===== src/logic/ccs_defines.svh =====
// Register offsets, setup word layout, reset values and counts
`ifndef CCS_DEFINES_SVH
`define CCS_DEFINES_SVH
`define CCS_ADDR_SETUP 8'h00
`define CCS_ADDR_CTRL 8'h04
`define CCS_ADDR_C0 8'h08
`define CCS_ADDR_C1 8'h0c
`define CCS_ADDR_TQTY 8'h10
`define CCS_ADDR_RAW 8'h14
`define CCS_ADDR_TEMP 8'h18
`define CCS_ADDR_STAT 8'h1c
`define CCS_ADDR_MASK 8'h20
`define CCS_ADDR_TCAL 8'h24
`define CCS_ZS_LSB 0
`define CCS_REF_LSB 3
`define CCS_RS_LSB 6
`define CCS_DIFF_BIT 8
`define CCS_RES_LSB 9
`define CCS_PDM_BIT 11
`define CCS_SETUP_RST 12'h638
`define CCS_CMULT1 14'h0090
`define CCS_CMULT2 14'h0240
`define CCS_CMULT4 14'h0900
`define CCS_CMULT8 14'h2400
`define CCS_CONV_PERIODS 4'h4
`define CCS_ST_CAP 0
`define CCS_ST_TEMP 1
`define CCS_ST_LO 2
`define CCS_ST_HI 3
`endif


===== src/logic/ccs_pkg.sv =====
// Types shared by the converter setup block
package ccs_pkg;
  typedef enum logic [4:0] {
    ST_IDLE = 5'h01,
    ST_SAMPLE = 5'h02,
    ST_CALC = 5'h04,
    ST_DIV = 5'h08,
    ST_DONE = 5'h10
  } ccs_state_t;
endpackage


===== src/logic/ccs_excite.sv =====
// Excitation square wave divided from the system clock by range
`timescale 1ns/10ps
module ccs_excite (
  input wire logic clk,
  input wire logic rstn,
  input wire logic [1:0] range_sel,
  output logic exc,
  output logic tick
);
  logic [3:0] cnt;
  logic [3:0] next_cnt;
  logic [3:0] low_mask;

  always_comb begin
    next_cnt = cnt + 4'h1;
    case (range_sel)
      2'h0: low_mask = 4'h1;
      2'h1: low_mask = 4'h3;
      2'h2: low_mask = 4'h7;
      default: low_mask = 4'hf;
    endcase
  end

  // Divide by 2, 4, 8 or 16: bit rs of a free counter
  always_ff @(posedge clk) begin
    if (!rstn) begin
      cnt <= 4'h0;
      exc <= 1'b0;
      tick <= 1'b0;
    end else begin
      cnt <= next_cnt;
      exc <= next_cnt[range_sel];
      tick <= (next_cnt & low_mask) == 4'h0;
    end
  end
endmodule


===== src/logic/ccs_divider.sv =====
// Iterative restoring divider, one quotient bit per clock
`timescale 1ns/10ps
module ccs_divider (
  input wire logic clk,
  input wire logic rstn,
  input wire logic start,
  input wire logic [31:0] dividend,
  input wire logic [16:0] divisor,
  output logic done,
  output logic [31:0] quotient
);
  logic [17:0] rem;
  logic [5:0] cnt;
  logic busy;
  logic [17:0] trial;

  assign trial = {rem[16:0], quotient[31]};

  // A zero divisor yields all ones, which the caller clamps to full scale
  always_ff @(posedge clk) begin
    if (!rstn) begin
      rem <= 18'h0;
      cnt <= 6'h0;
      busy <= 1'b0;
      done <= 1'b0;
      quotient <= 32'h0;
    end else begin
      done <= 1'b0;
      if (start) begin
        rem <= 18'h0;
        cnt <= 6'h0;
        busy <= 1'b1;
        quotient <= dividend;
      end else if (busy) begin
        if (trial >= {1'b0, divisor}) begin
          rem <= trial - {1'b0, divisor};
          quotient <= {quotient[30:0], 1'b1};
        end else begin
          rem <= trial;
          quotient <= {quotient[30:0], 1'b0};
        end
        cnt <= cnt + 6'h1;
        if (cnt == 6'h1f) begin
          busy <= 1'b0;
          done <= 1'b1;
        end
      end
    end
  end
endmodule


===== src/logic/ccs_top.sv =====
// Converter setup decode, ratio scaling and APB register file
// What this block does
// - Raw code equals sensor ratio times two to result width 8, 10, 12, 14.
// - Ratio valid from zero to one, code spans zero to full scale.
// - Single-ended reference capacitance set by 3-bit trim and 2-bit range.
// - Subtract offset of range scale times zero-shift trim times 1 pF.
// - Single-ended output is sensor minus offset over internal reference, or over C1 when trim is 0.
// - Input mux chooses capacitance or temperature for each conversion.
// - Temperature measurement calibrated and delivered fourteen bits wide.
// - Reference driven with square wave at the selected range frequency.
// - All converter settings come from the nonvolatile setup word.
// - Conversion-complete output shares its pad with capacitance density out.
// - Excitation is clock over 2, 4, 8, 16 for factors 1, 2, 4, 8.
// - Range codes 00..11 give factors 1..8, scale 1.44 up to 92.16.
`timescale 1ns/10ps
`include "ccs_defines.svh"
module ccs_top import ccs_pkg::*; (
  input wire logic CLK,
  input wire logic RSTN,
  input wire logic PSEL,
  input wire logic PENABLE,
  input wire logic PWRITE,
  input wire logic [7:0] PADDR,
  input wire logic [31:0] PWDATA,
  output logic [31:0] PRDATA,
  output logic PREADY,
  output logic PSLVERR,
  output logic IRQ,
  output logic EXC_OUT,
  output logic READY_PDM
);
  logic [11:0] setup_word;
  logic [11:0] active;
  logic [15:0] sense_c0;
  logic [15:0] sense_c1;
  logic [15:0] temp_qty;
  logic [15:0] temp_cal;
  logic [13:0] raw_capacitance_code;
  logic [13:0] temp_reading;
  logic [3:0] status;
  logic [3:0] mask;
  logic meas_temp;
  logic ready_flag;
  ccs_state_t state;
  logic [3:0] per_cnt;
  logic [17:0] numer;
  logic [16:0] denom;
  logic div_start;
  logic div_done;
  logic [31:0] div_q;
  logic exc;
  logic exc_tick;
  logic setup_phase;
  logic access;
  logic wr;
  logic start_cap;
  logic start_temp;
  logic [3:0] stat_set;
  logic [2:0] zs;
  logic [2:0] rf;
  logic [1:0] rs;
  logic diff;
  logic [1:0] resw;
  logic [16:0] next_coff;
  logic [16:0] next_den;
  logic [17:0] next_num;
  logic [4:0] next_shift;
  logic [31:0] next_dividend;
  logic [13:0] next_code;
  logic [13:0] next_temp;
  logic next_lo;
  logic next_hi;
  logic [13:0] fs;
  logic [16:0] tsum;
  logic [13:0] dens_in;
  logic [14:0] dens_acc;
  logic dens_bit;

  function automatic logic [16:0] cap_scale(input logic [1:0] r, input logic [2:0] t);
    logic [13:0] cm;
    case (r)
      2'h0: cm = `CCS_CMULT1;
      2'h1: cm = `CCS_CMULT2;
      2'h2: cm = `CCS_CMULT4;
      default: cm = `CCS_CMULT8;
    endcase
    cap_scale = {3'h0, cm} * {14'h0, t};
  endfunction

  function automatic logic [13:0] full_scale(input logic [1:0] w);
    case (w)
      2'h0: full_scale = 14'h00ff;
      2'h1: full_scale = 14'h03ff;
      2'h2: full_scale = 14'h0fff;
      default: full_scale = 14'h3fff;
    endcase
  endfunction

  function automatic logic reg_hit(input logic [7:0] a);
    case (a)
      `CCS_ADDR_SETUP, `CCS_ADDR_CTRL, `CCS_ADDR_C0, `CCS_ADDR_C1,
      `CCS_ADDR_TQTY, `CCS_ADDR_RAW, `CCS_ADDR_TEMP, `CCS_ADDR_STAT,
      `CCS_ADDR_MASK, `CCS_ADDR_TCAL: reg_hit = 1'b1;
      default: reg_hit = 1'b0;
    endcase
  endfunction

  assign zs = active[`CCS_ZS_LSB +: 3];
  assign rf = active[`CCS_REF_LSB +: 3];
  assign rs = active[`CCS_RS_LSB +: 2];
  assign diff = active[`CCS_DIFF_BIT];
  assign resw = active[`CCS_RES_LSB +: 2];
  assign setup_phase = PSEL & PENABLE & ~PREADY;
  assign access = PSEL & PENABLE & PREADY;
  assign wr = access & PWRITE & reg_hit(PADDR);
  assign start_cap = wr && PADDR == `CCS_ADDR_CTRL && PWDATA[0];
  assign start_temp = wr && PADDR == `CCS_ADDR_CTRL && PWDATA[1] && !PWDATA[0];

  // One wait state: answer comes the cycle after penable rises
  always_ff @(posedge CLK) begin
    if (!RSTN) begin
      PREADY <= 1'b0;
      PSLVERR <= 1'b0;
      PRDATA <= 32'h0;
    end else begin
      PREADY <= setup_phase;
      PSLVERR <= setup_phase & ~reg_hit(PADDR);
      PRDATA <= 32'h0;
      if (setup_phase && !PWRITE) begin
        case (PADDR)
          `CCS_ADDR_SETUP: PRDATA <= {20'h0, setup_word};
          `CCS_ADDR_CTRL: PRDATA <= {31'h0, state != ST_IDLE};
          `CCS_ADDR_C0: PRDATA <= {16'h0, sense_c0};
          `CCS_ADDR_C1: PRDATA <= {16'h0, sense_c1};
          `CCS_ADDR_TQTY: PRDATA <= {16'h0, temp_qty};
          `CCS_ADDR_RAW: PRDATA <= {18'h0, raw_capacitance_code};
          `CCS_ADDR_TEMP: PRDATA <= {18'h0, temp_reading};
          `CCS_ADDR_STAT: PRDATA <= {28'h0, status};
          `CCS_ADDR_MASK: PRDATA <= {28'h0, mask};
          `CCS_ADDR_TCAL: PRDATA <= {16'h0, temp_cal};
          default: PRDATA <= 32'h0;
        endcase
      end
    end
  end

  // Setup word stands in for the nonvolatile store; sample values model the front end
  always_ff @(posedge CLK) begin
    if (!RSTN) begin
      setup_word <= `CCS_SETUP_RST;
      sense_c0 <= 16'h0;
      sense_c1 <= 16'h0;
      temp_qty <= 16'h0;
      temp_cal <= 16'h0;
      mask <= 4'h0;
    end else if (wr) begin
      case (PADDR)
        `CCS_ADDR_SETUP: setup_word <= PWDATA[11:0];
        `CCS_ADDR_C0: sense_c0 <= PWDATA[15:0];
        `CCS_ADDR_C1: sense_c1 <= PWDATA[15:0];
        `CCS_ADDR_TQTY: temp_qty <= PWDATA[15:0];
        `CCS_ADDR_TCAL: temp_cal <= PWDATA[15:0];
        `CCS_ADDR_MASK: mask <= PWDATA[3:0];
        default: mask <= mask;
      endcase
    end
  end

  // Operands for the ratio, from the settings latched at start
  always_comb begin
    next_coff = cap_scale(meas_temp ? 2'h0 : rs, zs);
    if (meas_temp) begin
      next_den = cap_scale(2'h0, rf);
    end else if (diff) begin
      next_den = {1'h0, sense_c0} + {1'h0, sense_c1};
    end else if (rf == 3'h0) begin
      next_den = {1'h0, sense_c1};
    end else begin
      next_den = cap_scale(rs, rf);
    end
    next_num = {2'h0, meas_temp ? temp_qty : sense_c0} - {1'h0, next_coff};
    next_shift = meas_temp ? 5'he : {2'h0, resw, 1'b0} + 5'h8;
    next_dividend = {16'h0, numer[15:0]} << next_shift;
  end

  // Result clamping once the quotient is ready
  always_comb begin
    fs = meas_temp ? 14'h3fff : full_scale(resw);
    next_lo = numer[17];
    next_hi = !numer[17] && div_q > {18'h0, fs};
    if (next_lo) begin
      next_code = 14'h0;
    end else if (next_hi) begin
      next_code = fs;
    end else begin
      next_code = div_q[13:0];
    end
    tsum = {3'h0, next_code} + {temp_cal[15], temp_cal};
    if (tsum[16]) begin
      next_temp = 14'h0;
    end else if (tsum[15:14] != 2'h0) begin
      next_temp = 14'h3fff;
    end else begin
      next_temp = tsum[13:0];
    end
  end

  // Conversion sequence
  always_ff @(posedge CLK) begin
    if (!RSTN) begin
      state <= ST_IDLE;
      active <= `CCS_SETUP_RST;
      meas_temp <= 1'b0;
      per_cnt <= 4'h0;
      numer <= 18'h0;
      denom <= 17'h0;
      div_start <= 1'b0;
    end else begin
      div_start <= 1'b0;
      case (state)
        ST_IDLE: begin
          if (start_cap || start_temp) begin
            active <= setup_word;
            meas_temp <= start_temp;
            per_cnt <= 4'h0;
            state <= ST_SAMPLE;
          end
        end
        ST_SAMPLE: begin
          if (exc_tick) begin
            per_cnt <= per_cnt + 4'h1;
            if (per_cnt == `CCS_CONV_PERIODS - 4'h1) begin
              state <= ST_CALC;
            end
          end
        end
        ST_CALC: begin
          numer <= next_num;
          denom <= next_den;
          state <= ST_DIV;
          div_start <= 1'b1;
        end
        ST_DIV: begin
          if (div_start) begin
            state <= ST_DIV;
          end else if (div_done) begin
            state <= ST_DONE;
          end
        end
        ST_DONE: state <= ST_IDLE;
        default: state <= ST_IDLE;
      endcase
    end
  end

  // Results land in the register of the measured quantity only
  always_ff @(posedge CLK) begin
    if (!RSTN) begin
      raw_capacitance_code <= 14'h0;
      temp_reading <= 14'h0;
    end else if (state == ST_DIV && div_done) begin
      if (meas_temp) begin
        temp_reading <= next_temp;
      end else begin
        raw_capacitance_code <= next_code;
      end
    end
  end

  always_comb begin
    stat_set = 4'h0;
    if (state == ST_DIV && div_done) begin
      stat_set[`CCS_ST_CAP] = !meas_temp;
      stat_set[`CCS_ST_TEMP] = meas_temp;
      stat_set[`CCS_ST_LO] = next_lo;
      stat_set[`CCS_ST_HI] = next_hi;
    end
  end

  // Read clears only bits that were shown, so a new event is never lost
  always_ff @(posedge CLK) begin
    if (!RSTN) begin
      status <= 4'h0;
      IRQ <= 1'b0;
    end else begin
      if (access && !PWRITE && PADDR == `CCS_ADDR_STAT) begin
        status <= (status & ~PRDATA[3:0]) | stat_set;
      end else begin
        status <= status | stat_set;
      end
      IRQ <= |(status & mask);
    end
  end

  // Ready level stands from completion of a capacitance conversion until the next start
  always_ff @(posedge CLK) begin
    if (!RSTN) begin
      ready_flag <= 1'b0;
    end else if (state == ST_DONE && !meas_temp) begin
      ready_flag <= 1'b1;
    end else if (state == ST_IDLE && (start_cap || start_temp)) begin
      ready_flag <= 1'b0;
    end
  end

  // First-order density modulator of the code scaled to 14 bits
  assign dens_in = raw_capacitance_code << (4'h6 - {1'b0, resw, 1'b0});
  always_ff @(posedge CLK) begin
    if (!RSTN) begin
      dens_acc <= 15'h0;
      dens_bit <= 1'b0;
    end else begin
      dens_acc <= {1'b0, dens_acc[13:0]} + {1'b0, dens_in};
      dens_bit <= dens_acc[14];
    end
  end

  always_ff @(posedge CLK) begin
    if (!RSTN) begin
      READY_PDM <= 1'b0;
      EXC_OUT <= 1'b0;
    end else begin
      READY_PDM <= active[`CCS_PDM_BIT] ? dens_bit : ready_flag;
      EXC_OUT <= exc;
    end
  end

  ccs_excite u_excite (
    .clk(CLK),
    .rstn(RSTN),
    .range_sel(rs),
    .exc(exc),
    .tick(exc_tick)
  );

  ccs_divider u_divider (
    .clk(CLK),
    .rstn(RSTN),
    .start(div_start),
    .dividend(next_dividend),
    .divisor(denom),
    .done(div_done),
    .quotient(div_q)
  );
endmodule


===== config.mk =====
export PLATFORM = sky130hd
export DESIGN_NAME = ccs_top
export DESIGN_NICKNAME = d
export VERILOG_FILES = /design/src/logic/ccs_pkg.sv /design/src/logic/ccs_excite.sv /design/src/logic/ccs_divider.sv /design/src/logic/ccs_top.sv
export VERILOG_INCLUDE_DIRS = /design/src /design/src/logic
export SDC_FILE = /design/constraint.sdc
export NUM_CORES = 1
export LEC_CHECK = 0
export BUFFER_PORTS_ARGS = -buffer_cell sky130_fd_sc_hd__buf_4
export CORE_MARGIN = 2
export CORE_UTILIZATION = 45
export DETAILED_ROUTE_END_ITERATION = 8
export PLACE_DENSITY = 0.58
export SYNTH_ARGS = -nofsm -noshare
export SYNTH_HDL_FRONTEND = slang
export SYNTH_HIERARCHICAL = 1
export SYNTH_SLANG_ARGS = --single-unit
export TNS_END_PERCENT = 5

===== constraint.sdc =====
create_clock -name CLK -period 11.8 [get_ports CLK]
set_input_delay 1.18 -clock CLK [delete_from_list [all_inputs] [get_ports CLK]]
set_output_delay 1.18 -clock CLK [all_outputs]
set_load 0.005 [all_outputs]

==> impl_metrics.ini, run 1 <==
[outcome]
outcome = completed

[die]
fp.dieW_um = 196.8
pin_count = 82
start_util_pct = 45.67
die_area_sq_mm = 0.03872
rows = 70
die_h_um = 196.8
core_area_sq_mm = 0.03661

[finish]
fin_util_pct = 50.44
final_common_cell = nand2_1
insertedDiodeCount = 0
multi_input_area_sq_mm = 0.01058
num-nets-final = 2240
final_cell_mix = nand2_1 (334), dfxtp_1 (267), a21oi_1 (181)
post_route_cells_drive_above_1_share_pct = 8.648
area_delta_synth_final_pct = 10.43
regArea_sq_mm = 0.005409
num-fill-cells = 3548

[global_route]
antenna_found_initial = 0
grt_pass1_vias = 14066
grtUsageTotal_pct = 26.86
grt_pass1_wl_mm = 81.81
grt_overflow_total = 0
grt_max_degree = 78

[timing]
fin_ws_ps = 5440
hold_viol_final = 0
slew_viol_final = 0
setup_violations = 0
fmaxAchievable_mhz = 157.2
clock-skew-final_ps = 23.69
fin_setup_tns_ps = 0
worst_pin_slew_ps = 1180
min_period_over_period_pct = 53.90
relSlewSlack_pct = 20.88
rsz0062_at_grt = no
fin_crit_ps = 6360

[synth]
synthCells = 2073
synth_edf_count = 0
synth-seq-cells = 270
ys_types = 85
synth_area_sq_mm = 0.01672
ys_warn_count = 6
synth_seq_area_share_pct = 32.33
ys.flop_type = dfxtp_1
syn_avg_cell_area_sq_um = 8.066
async_reset_ff_share_pct = 0

[route]
drc = 0
first_iter_violations = 1387
post_drt_via_cell_ratio = 5.942
wirelength_mm = 51.68
first_pass_iters = 7
drtAntennaViolNets = 0
routed-via-count = 15218
wl_per_cell_um = 20.18

[critical_path]
end_kind = register
crit_path_cell_trace = inv_1 > nand2_1 > inv_1 > ha_1 > a21o_1 > a21o_1 > a21oi_1 > nor3_1 > or3_1 > nor2_1 > nor2_1 > ha_1 > a211oi_1 > o21bai_1 > a2111oi_0 > o21ai_0 > xnor2_1 > a31o_2 > a311oi_1
start_kind = register
critPathArrivalTime_ps = 6800
cp_max_fo = 17
critical_path.max_stage_delay_ps = 910
crit_type = register to register
cp_data_required_time_ps = 12230
cpMaxStageDelayCell = a2111oi_0

[power_and_ir_drop]
report.power.total_mw = 2.015
p_leak_nw = 7.172
ir_drop_mv = 0.09591
cellPowerDensity_mw_per_mm2 = 109.1

[clock_network]
cts_buffer_depth = 3
cts_resized = 0
postCtsHoldBufs = 0
cts.sinks = 270
cts_made_buffers = 34
clk_pin_slew_worst_paths_ps = 60
htree_levels = 2
cts_tree = built
clkLatencyLatePin_ps = 530
post_cts_buffers = 0
clockRootBuffer = clkbuf_16

[hold_path]
hold_class = register to register

[placement]
routabilityCongestion = 0.9378
dp_slack_ps = 5576
io_buffer_count = 49
dpl.hpwl_mm = 37.84

[run]
cap_violations = 0
-- power breakdown --
part | leakage (nW) | internal, mW | switching [mW] | total (mW)
combinational | 4.45 | 0.0122 | 0.0337 | 0.0459
sequential | 2.18 | 0.913 | 0.00117 | 0.915
clock | 0.545 | 0.641 | 0.413 | 1.05
total | 7.17 | 1.57 | 0.448 | 2.01
-- flip-flops by register name, summed over array words and instances (netlist names), 4 cells and up --
name / flops
u_divider/quotient: 32
denom: 17
numer: 17
u_divider/rem: 17
PRDATA: 16
sense_c0: 16
sense_c1: 16
temp_cal: 16
temp_qty: 16
dens_acc: 15
raw_capacitance_code: 14
temp_reading: 14
active: 12
setup_word: 12
u_divider/cnt: 6
state: 5
mask: 4
per_cnt: 4
status: 4
u_excite/cnt: 4
-- final timing paths --
| path | start | endpoint | slack, ps | cells past startpoint |
|---|---|---|---|---|
| hold reg to reg | active[2] | active[2] | 470 | 2 |
| setup reg to reg | active[9] | temp_reading[12] | 5440 | 19 |
| setup / recovery | active[9] | temp_reading[12] | 5440 | 19 |
| hold / removal | active[2] | active[2] | 470 | 2 |
-- Yosys cell counts, types with 14 or more instances --
| library cell | number | area, sq um |
|---|---|---|
| xor2_1 | 29 | 254.0 |
| buf_4 | 18 | 135.1 |
| nand2b_1 | 15 | 93.84 |
| nor3_1 | 20 | 100.1 |
| a21oi_1 | 181 | 905.9 |
| nor2b_1 | 23 | 143.9 |
| and3_1 | 25 | 156.4 |
| nand3_1 | 46 | 230.2 |
| nor2_1 | 153 | 574.3 |
| o21a_1 | 19 | 142.6 |
| nand2_1 | 334 | 1254 |
| o21ai_0 | 143 | 715.7 |
| and2_1 | 60 | 375.4 |
| xnor2_1 | 20 | 175.2 |
| nand4_1 | 14 | 87.58 |
| a21o_1 | 29 | 217.7 |
| mux2i_1 | 85 | 850.8 |
| a31oi_1 | 28 | 175.2 |
| fa_1 | 21 | 420.4 |
| clkbuf_1 | 92 | 345.3 |
| inv_1 | 65 | 244.0 |
| a211oi_1 | 38 | 285.3 |
| a22oi_1 | 46 | 345.3 |
| dfxtp_1 | 270 | 5405 |
| ha_1 | 100 | 1251 |
-- through the flow --
step	hold WS [ps]	cell area, sq um	cells
2_1_floorplan	411.9	16810	2098
3_3_place_gp	454.1	17360	2506
3_5_place_dp	453.2	17360	2506
4_1_cts	464.1	18470	2561
5_1_grt	485.8	18470	2561
6_report	465.2	18470	2561
-- layer usage --
layer	wire length [um]	track usage, %
met1	23980	38.94
met2	22030	40.60
met5	0	0
met3	3567	3.508
met4	2101	10.14
-- kinds of logic (layout without fill, tap and decap cells) --
family	count (synthesis)	in the layout	synth area share [%]
compound gates	579	579	21.78
xor+xnor	49	49	2.567
fa+ha+maj	121	121	9.997
buf+inv	197	192	5.028
flops	270	270	32.33
mux	104	104	7.041
other cells	1	26	0.02243
simple gates	752	752	21.24
-- critical path, delay by kind of cell, from the launching register on --
family                   cells  cell delay, ps
adder cells (fa/ha/maj)      2             620
buffers and inverters        2             500
flip-flops                   1             890
AO/OA/AOI/OAI                9            2800
AND/OR/NAND/NOR              5            1260
XOR/XNOR                     1             190
-- area by class of cell --
type	count	share of cell area, %
multi-input combinational	1631	57.29
inverter	65	1.335
clock buffer	49	5.529
clock inverter	6	0.4540
sequential	270	29.29
tap	468	3.171
timing repair buffer	72	2.927
Power figures use the tool's default switching activity.
==> run 2, diff against run 1 <==
==> constraint.sdc (replaced) <==
create_clock -name CLK -period 6.4 [get_ports CLK]
set_input_delay 0.64 -clock CLK [delete_from_list [all_inputs] [get_ports CLK]]
set_output_delay 0.64 -clock CLK [all_outputs]
set_load 0.005 [all_outputs]
==> impl_metrics.ini, run 2 (same netlist as run 1, synthesis figures left out) <==
[outcome]
outcome = completed

[power_and_ir_drop]
ir_drop_mv = 0.1912
p_leak_nw = 7.166
cellPowerDensity_mw_per_mm2 = 200.0

[die]
pin_count = 82
start_util_pct = 45.67
rows = 70
die_area_sq_mm = 0.03872
die_h_um = 196.8
fp.dieW_um = 196.8
core_area_sq_mm = 0.03661

[timing]
slew_viol_final = 0
whs_ps = 396.8
fmaxAchievable_mhz = 180.9
clock-skew-final_ps = 20.81
hold_viol_final = 0
worst_pin_slew_ps = 1254
fin_crit_ps = 5528
setup_violations = 0
min_period_over_period_pct = 86.37
fin_setup_tns_ps = 0
rsz0062_at_grt = no
relSlewSlack_pct = 15.92

[clock_network]
htree_levels = 2
cts_buffer_depth = 3
post_cts_buffers = 0
cts_tree = built
cts_resized = 0
clockRootBuffer = clkbuf_16
postCtsHoldBufs = 0
clk_pin_slew_worst_paths_ps = 60
cts_made_buffers = 34
cts.sinks = 270
clkLatencyLatePin_ps = 520

[route]
routed-via-count = 15042
wirelength_mm = 52.24
first_iter_violations = 1194
post_drt_via_cell_ratio = 5.869
drtAntennaViolNets = 0
drc = 0
wl_per_cell_um = 20.38
first_pass_iters = 6

[global_route]
grt_max_degree = 69
grt_pass1_vias = 14216
grtUsageTotal_pct = 26.96
grt_overflow_total = 0
antenna_found_initial = 0
grt_pass1_wl_mm = 81.85

[finish]
post_route_cells_drive_above_1_share_pct = 8.592
regArea_sq_mm = 0.005409
largest_register_ff_count = 32
insertedDiodeCount = 0
num-nets-final = 2239
num-fill-cells = 3605
final_cell_mix = nand2_1 (334), dfxtp_1 (267), a21oi_1 (181)
multi_input_area_sq_mm = 0.01058
area_delta_synth_final_pct = 10.39
regMostFlops = u_divider/quotient
layoutNonFillerInstCount = 2563
final_common_cell = nand2_1

[placement]
routabilityCongestion = 0.9330
io_buffer_count = 49
dp.cells = 2505
dpl.hpwl_mm = 38.59

[critical_path]
cp_data_required_time_ps = 6830
start_kind = register
crit_type = register to register
end_kind = register
critPathArrivalTime_ps = 5960
cp_max_fo = 17

[hold_path]
hold_class = primary input to register

[run]
cap_violations = 0
[run 2: changes by cell type in the layout (fill, tap and decap cells not counted)]
cell	before	now
clkbuf_8	5	7
inv_6	1	2
nor4_4	0	1
nor3_1	18	19
nor3_2	12	11
nor4_2	1	0
buf_4	72	71
clkbuf_16	37	35
clkbuf_1	7	9
clkinvlp_4	0	1
clkinv_2	3	2
[run 2: metal layers]
| layer | global-route usage (%) | part of all wire [%] |
|---|---|---|
| met4 | 9.607 | 3.8 |
| met1 | 38.23 | 47 |
| met5 | 0 | 0 |
| met2 | 42.36 | 43 |
| met3 | 3.114 | 6.2 |
[run 2: worst max-delay path: stages, from the launching register on]
cell,delay [ps]
dfxtp_1,310
buf_4,280
inv_1,260
nand2_1,170
inv_1,70
ha_1,300
a21o_1,190
a21o_1,170
a21oi_1,150
nor3_1,70
or3_1,670
nor2_1,250
nor2_1,100
ha_1,340
a211oi_1,280
o21bai_1,140
a2111oi_0,630
o21ai_0,260
xnor2_1,170
a31o_2,370
a311oi_1,270
[run 2: stage by stage]
step	util (%)	setup WS (ps)	area, sq um	power [mW]
after floorplan	-	1318	16810	1.771
after global placement	47.41	1014	17360	1.807
after detailed placement	47.41	924.5	17360	1.807
after CTS	50.42	870.5	18460	3.721
after global routing	50.42	359.6	18460	3.790
final	50.42	872.1	18460	3.692
[run 2: cell type report]
class | instances | share of cell area (%)
clock buffers | 51 | 5.450
flip-flops and latches | 270 | 29.30
multi-input cells | 1631 | 57.33
inverters | 65 | 1.335
well taps | 468 | 3.172
repair buffers | 71 | 2.888
clock inverters | 7 | 0.5152
[run 2: worst paths after layout]
kind,start,endpoint,slack (ps),cells after the start
setup reg to reg,active[9],temp_reading[12],870,20
setup / recovery,active[9],temp_reading[12],870,20
hold / removal,PWDATA[14],temp_cal[14],400,3
hold reg to reg,active[2],active[2],460,2
[run 2: power by group]
part / switching (mW) / internal [mW]
Clock: 0.756 / 1.17
Sequential: 0.00187 / 1.68
Combinational: 0.0624 / 0.0225
Total: 0.820 / 2.87
==> run 3, diff against run 2 <==
--- a/config.mk
+++ b/config.mk
@@ -6,11 +6,12 @@
 export SDC_FILE = /design/constraint.sdc
 export NUM_CORES = 1
 export LEC_CHECK = 0
+export ABC_AREA = 1
 export BUFFER_PORTS_ARGS = -buffer_cell sky130_fd_sc_hd__buf_4
 export CORE_MARGIN = 2
 export CORE_UTILIZATION = 45
 export DETAILED_ROUTE_END_ITERATION = 8
-export PLACE_DENSITY = 0.58
+export PLACE_DENSITY = 0.57
 export SYNTH_ARGS = -nofsm -noshare
 export SYNTH_HDL_FRONTEND = slang
 export SYNTH_HIERARCHICAL = 1
==> impl_metrics.ini, run 3 <==
[die]
fp.dieW_um = 202.4
core_area_sq_mm = 0.03874
die_h_um = 202.4
rows = 72
start_util_pct = 45.71
pin_count = 82
die_area_sq_mm = 0.04095

[power_and_ir_drop]
cellPowerDensity_mw_per_mm2 = 196.1
pwr-share-clk_pct = 53.6
combPwrFrac_pct = 2.4
p_sw_mw = 0.8569
p_leak_nw = 8.888
switching_share_pct = 22.37
ir_drop_mv = 0.1938
internal_power_mw = 2.974
pwr-share-seq_pct = 44.0

[synth]
synth-seq-cells = 270
yosys-top-cells-area = dfxtp_1 (31%), nand2_1 (13%), inv_1 (8.6%), ha_1 (7.1%), a21oi_1 (7.0%)
synth_top_area_share_pct = 30.52
synthCells = 2677
ys_warn_count = 6
ys.flop_type = dfxtp_1
ys_types = 58
yosysTopAreaCell = dfxtp_1
synth_most_common_cell = nand2_1
synth_area_sq_mm = 0.01771
synth_seq_area_share_pct = 30.52
async_reset_ff_share_pct = 0
synth_edf_count = 0
synth_common_cells = nand2_1 (610), inv_1 (405), dfxtp_1 (270), a21oi_1 (247), o21ai_0 (235)
syn_avg_cell_area_sq_um = 6.615

[global_route]
grt_overflow_total = 0
grt_pass1_vias = 16351
grt_max_degree = 59
antenna_found_initial = 3
grtUsageTotal_pct = 27.89
grt_pass1_wl_mm = 89.95

[clock_network]
htree_levels = 2
clk_pin_slew_worst_paths_ps = 60
clkLatencyLatePin_ps = 540
post_cts_buffers = 0
postCtsHoldBufs = 0
cts_resized = 0
clockRootBuffer = clkbuf_16
cts_tree = built
cts_made_buffers = 35
cts_buffer_depth = 3
cts.sinks = 270

[route]
routed-via-count = 17238
drc = 0
wl_per_cell_um = 17.68
post_drt_via_cell_ratio = 5.334
drtAntennaViolNets = 0
first_pass_iters = 6
wirelength_mm = 57.14
first_iter_violations = 1281

[timing]
clock-skew-final_ps = 14.57
fmaxAchievable_mhz = 213.6
rsz0062_at_grt = no
setup_violations = 0
fin_crit_ps = 4682
fin_setup_tns_ps = 0
slew_viol_final = 0
relSlewSlack_pct = 30.88
min_period_over_period_pct = 73.15
hold_viol_final = 0
worst_pin_slew_ps = 1035

[critical_path]
start_kind = register
critical_path.max_stage_delay_ps = 810
path_common_cell = nand2_1
reg2reg_slack_ps = 1720
crit_buf_inv = 2
cpMaxStageDelayCell = dfxtp_1
cp_top_family = simple AND/OR/NAND/NOR gates
cp_data_required_time_ps = 6860
crit_path_cell_trace = nor2_1 > buf_4 > ha_1 > nand2_1 > nor2_1 > nand2_1 > o211ai_1 > nand2_1 > o21ai_0 > inv_1 > ha_1 > fa_1 > nand2_1 > nand2_1 > nand3_1 > nand2_1 > nand3_1 > nand2_1 > nand2_1 > nand2_1 > nand3_1 > nand2_1 > a21oi_1
crit_type = register to register
end_kind = register
cp_max_fo = 22
critPathArrivalTime_ps = 5140

[finish]
post_route_cells_drive_above_1_share_pct = 7.188
final_cell_mix = nand2_1 (610), inv_1 (405), dfxtp_1 (270)
layoutNonFillerInstCount = 3232
fin_util_pct = 50.44
area_delta_synth_final_pct = 10.33
final_common_cell = nand2_1
regMostFlops = u_divider/quotient
num-nets-final = 2854
largest_register_ff_count = 32

[placement]
dp.cells = 3169
io_buffer_count = 49
routabilityCongestion = 0.9225
dpl.hpwl_mm = 43.37

[run]
cap_violations = 0

[outcome]
outcome = completed

[hold_path]
hold_class = primary input to register
-- run 3: cell count changes after synthesis, sizes merged, moves of 72 or more --
cell   delta
inv     +347
nand2   +304
nand3   +128
o21ai    +96
a21oi    +75
mux2i    -72
-- run 3: cell type report --
type                    instances  area [sq um]
fillers                      3987         19200
flip-flops and latches        270          5405
diodes                          1         2.502
clock buffers                  48          1047
inverters                     417          1565
multi-input cells            1901         10240
clock inverters                14         151.4
well taps                     518         648.1
repair buffers                 63         473.0
-- run 3: cells by family (layout without fill, tap and decap cells) --
| logic type | Yosys count | count (layout) | synth area share [%] |
|---|---|---|---|
| flip-flops | 270 | 270 | 30.52 |
| adder cells (fa/ha/maj) | 121 | 121 | 9.440 |
| buffers and inverters | 531 | 542 | 12.15 |
| XOR/XNOR | 25 | 25 | 1.236 |
| other | 1 | 27 | 0.02118 |
| multiplexers | 13 | 13 | 0.7348 |
| AND/OR/NAND/NOR | 1115 | 1115 | 27.22 |
| AO/OA/AOI/OAI | 601 | 601 | 18.67 |
-- run 3: power groups by stage --
stage	sequential, mW	clock (mW)	combinational (mW)
after detailed placement	1.72	0	0.0909
after global routing	1.69	2.15	0.100
after CTS	1.69	2.09	0.0908
after global placement	1.72	0	0.0895
after floorplan	1.72	0	0.0534
final	1.69	2.05	0.0923
-- run 3: worst register-to-register path, stage by stage (launching register included) --
cell and delay [ps]:
dfxtp_1 810, nor2_1 90, buf_4 240, ha_1 310, nand2_1 60, nor2_1 100, nand2_1 60, o211ai_1 150
nand2_1 340, o21ai_0 360, inv_1 80, ha_1 230, fa_1 460, nand2_1 100, nand2_1 70, nand3_1 80
nand2_1 100, nand3_1 120, nand2_1 70, nand2_1 80, nand2_1 300, nand3_1 210, nand2_1 70, a21oi_1 120
-- run 3: worst paths after layout --
path,start,to,cells after the start
setup reg to reg,active[10],temp_reading[12],23
setup / recovery,active[10],temp_reading[12],23
hold reg to reg,dens_acc[14],dens_bit,2
hold / removal,PWDATA[4],setup_word[4],3
-- run 3: through the flow --
step                hold slack [ps]  setup WS (ps)  power [mW]  cell area, sq um
CTS                           371.1           1769       3.867             19540
global route                  384.8           1271       3.937             19540
floorplan                     390.5           2423       1.776             17800
detailed placement            400.2           1810       1.814             18340
global placement              396.2           1833       1.813             18340
finish                        398.1           1718       3.830             19540
-- run 3: metal layers --
layer	vias to the layer above	routed length (um)	global-route usage, %
li1	8704	-	-
met1	7953	26400	37.51
met2	475	24700	44.48
met3	102	3954	5.482
met4	4	2052	9.828
met5	-	27	0
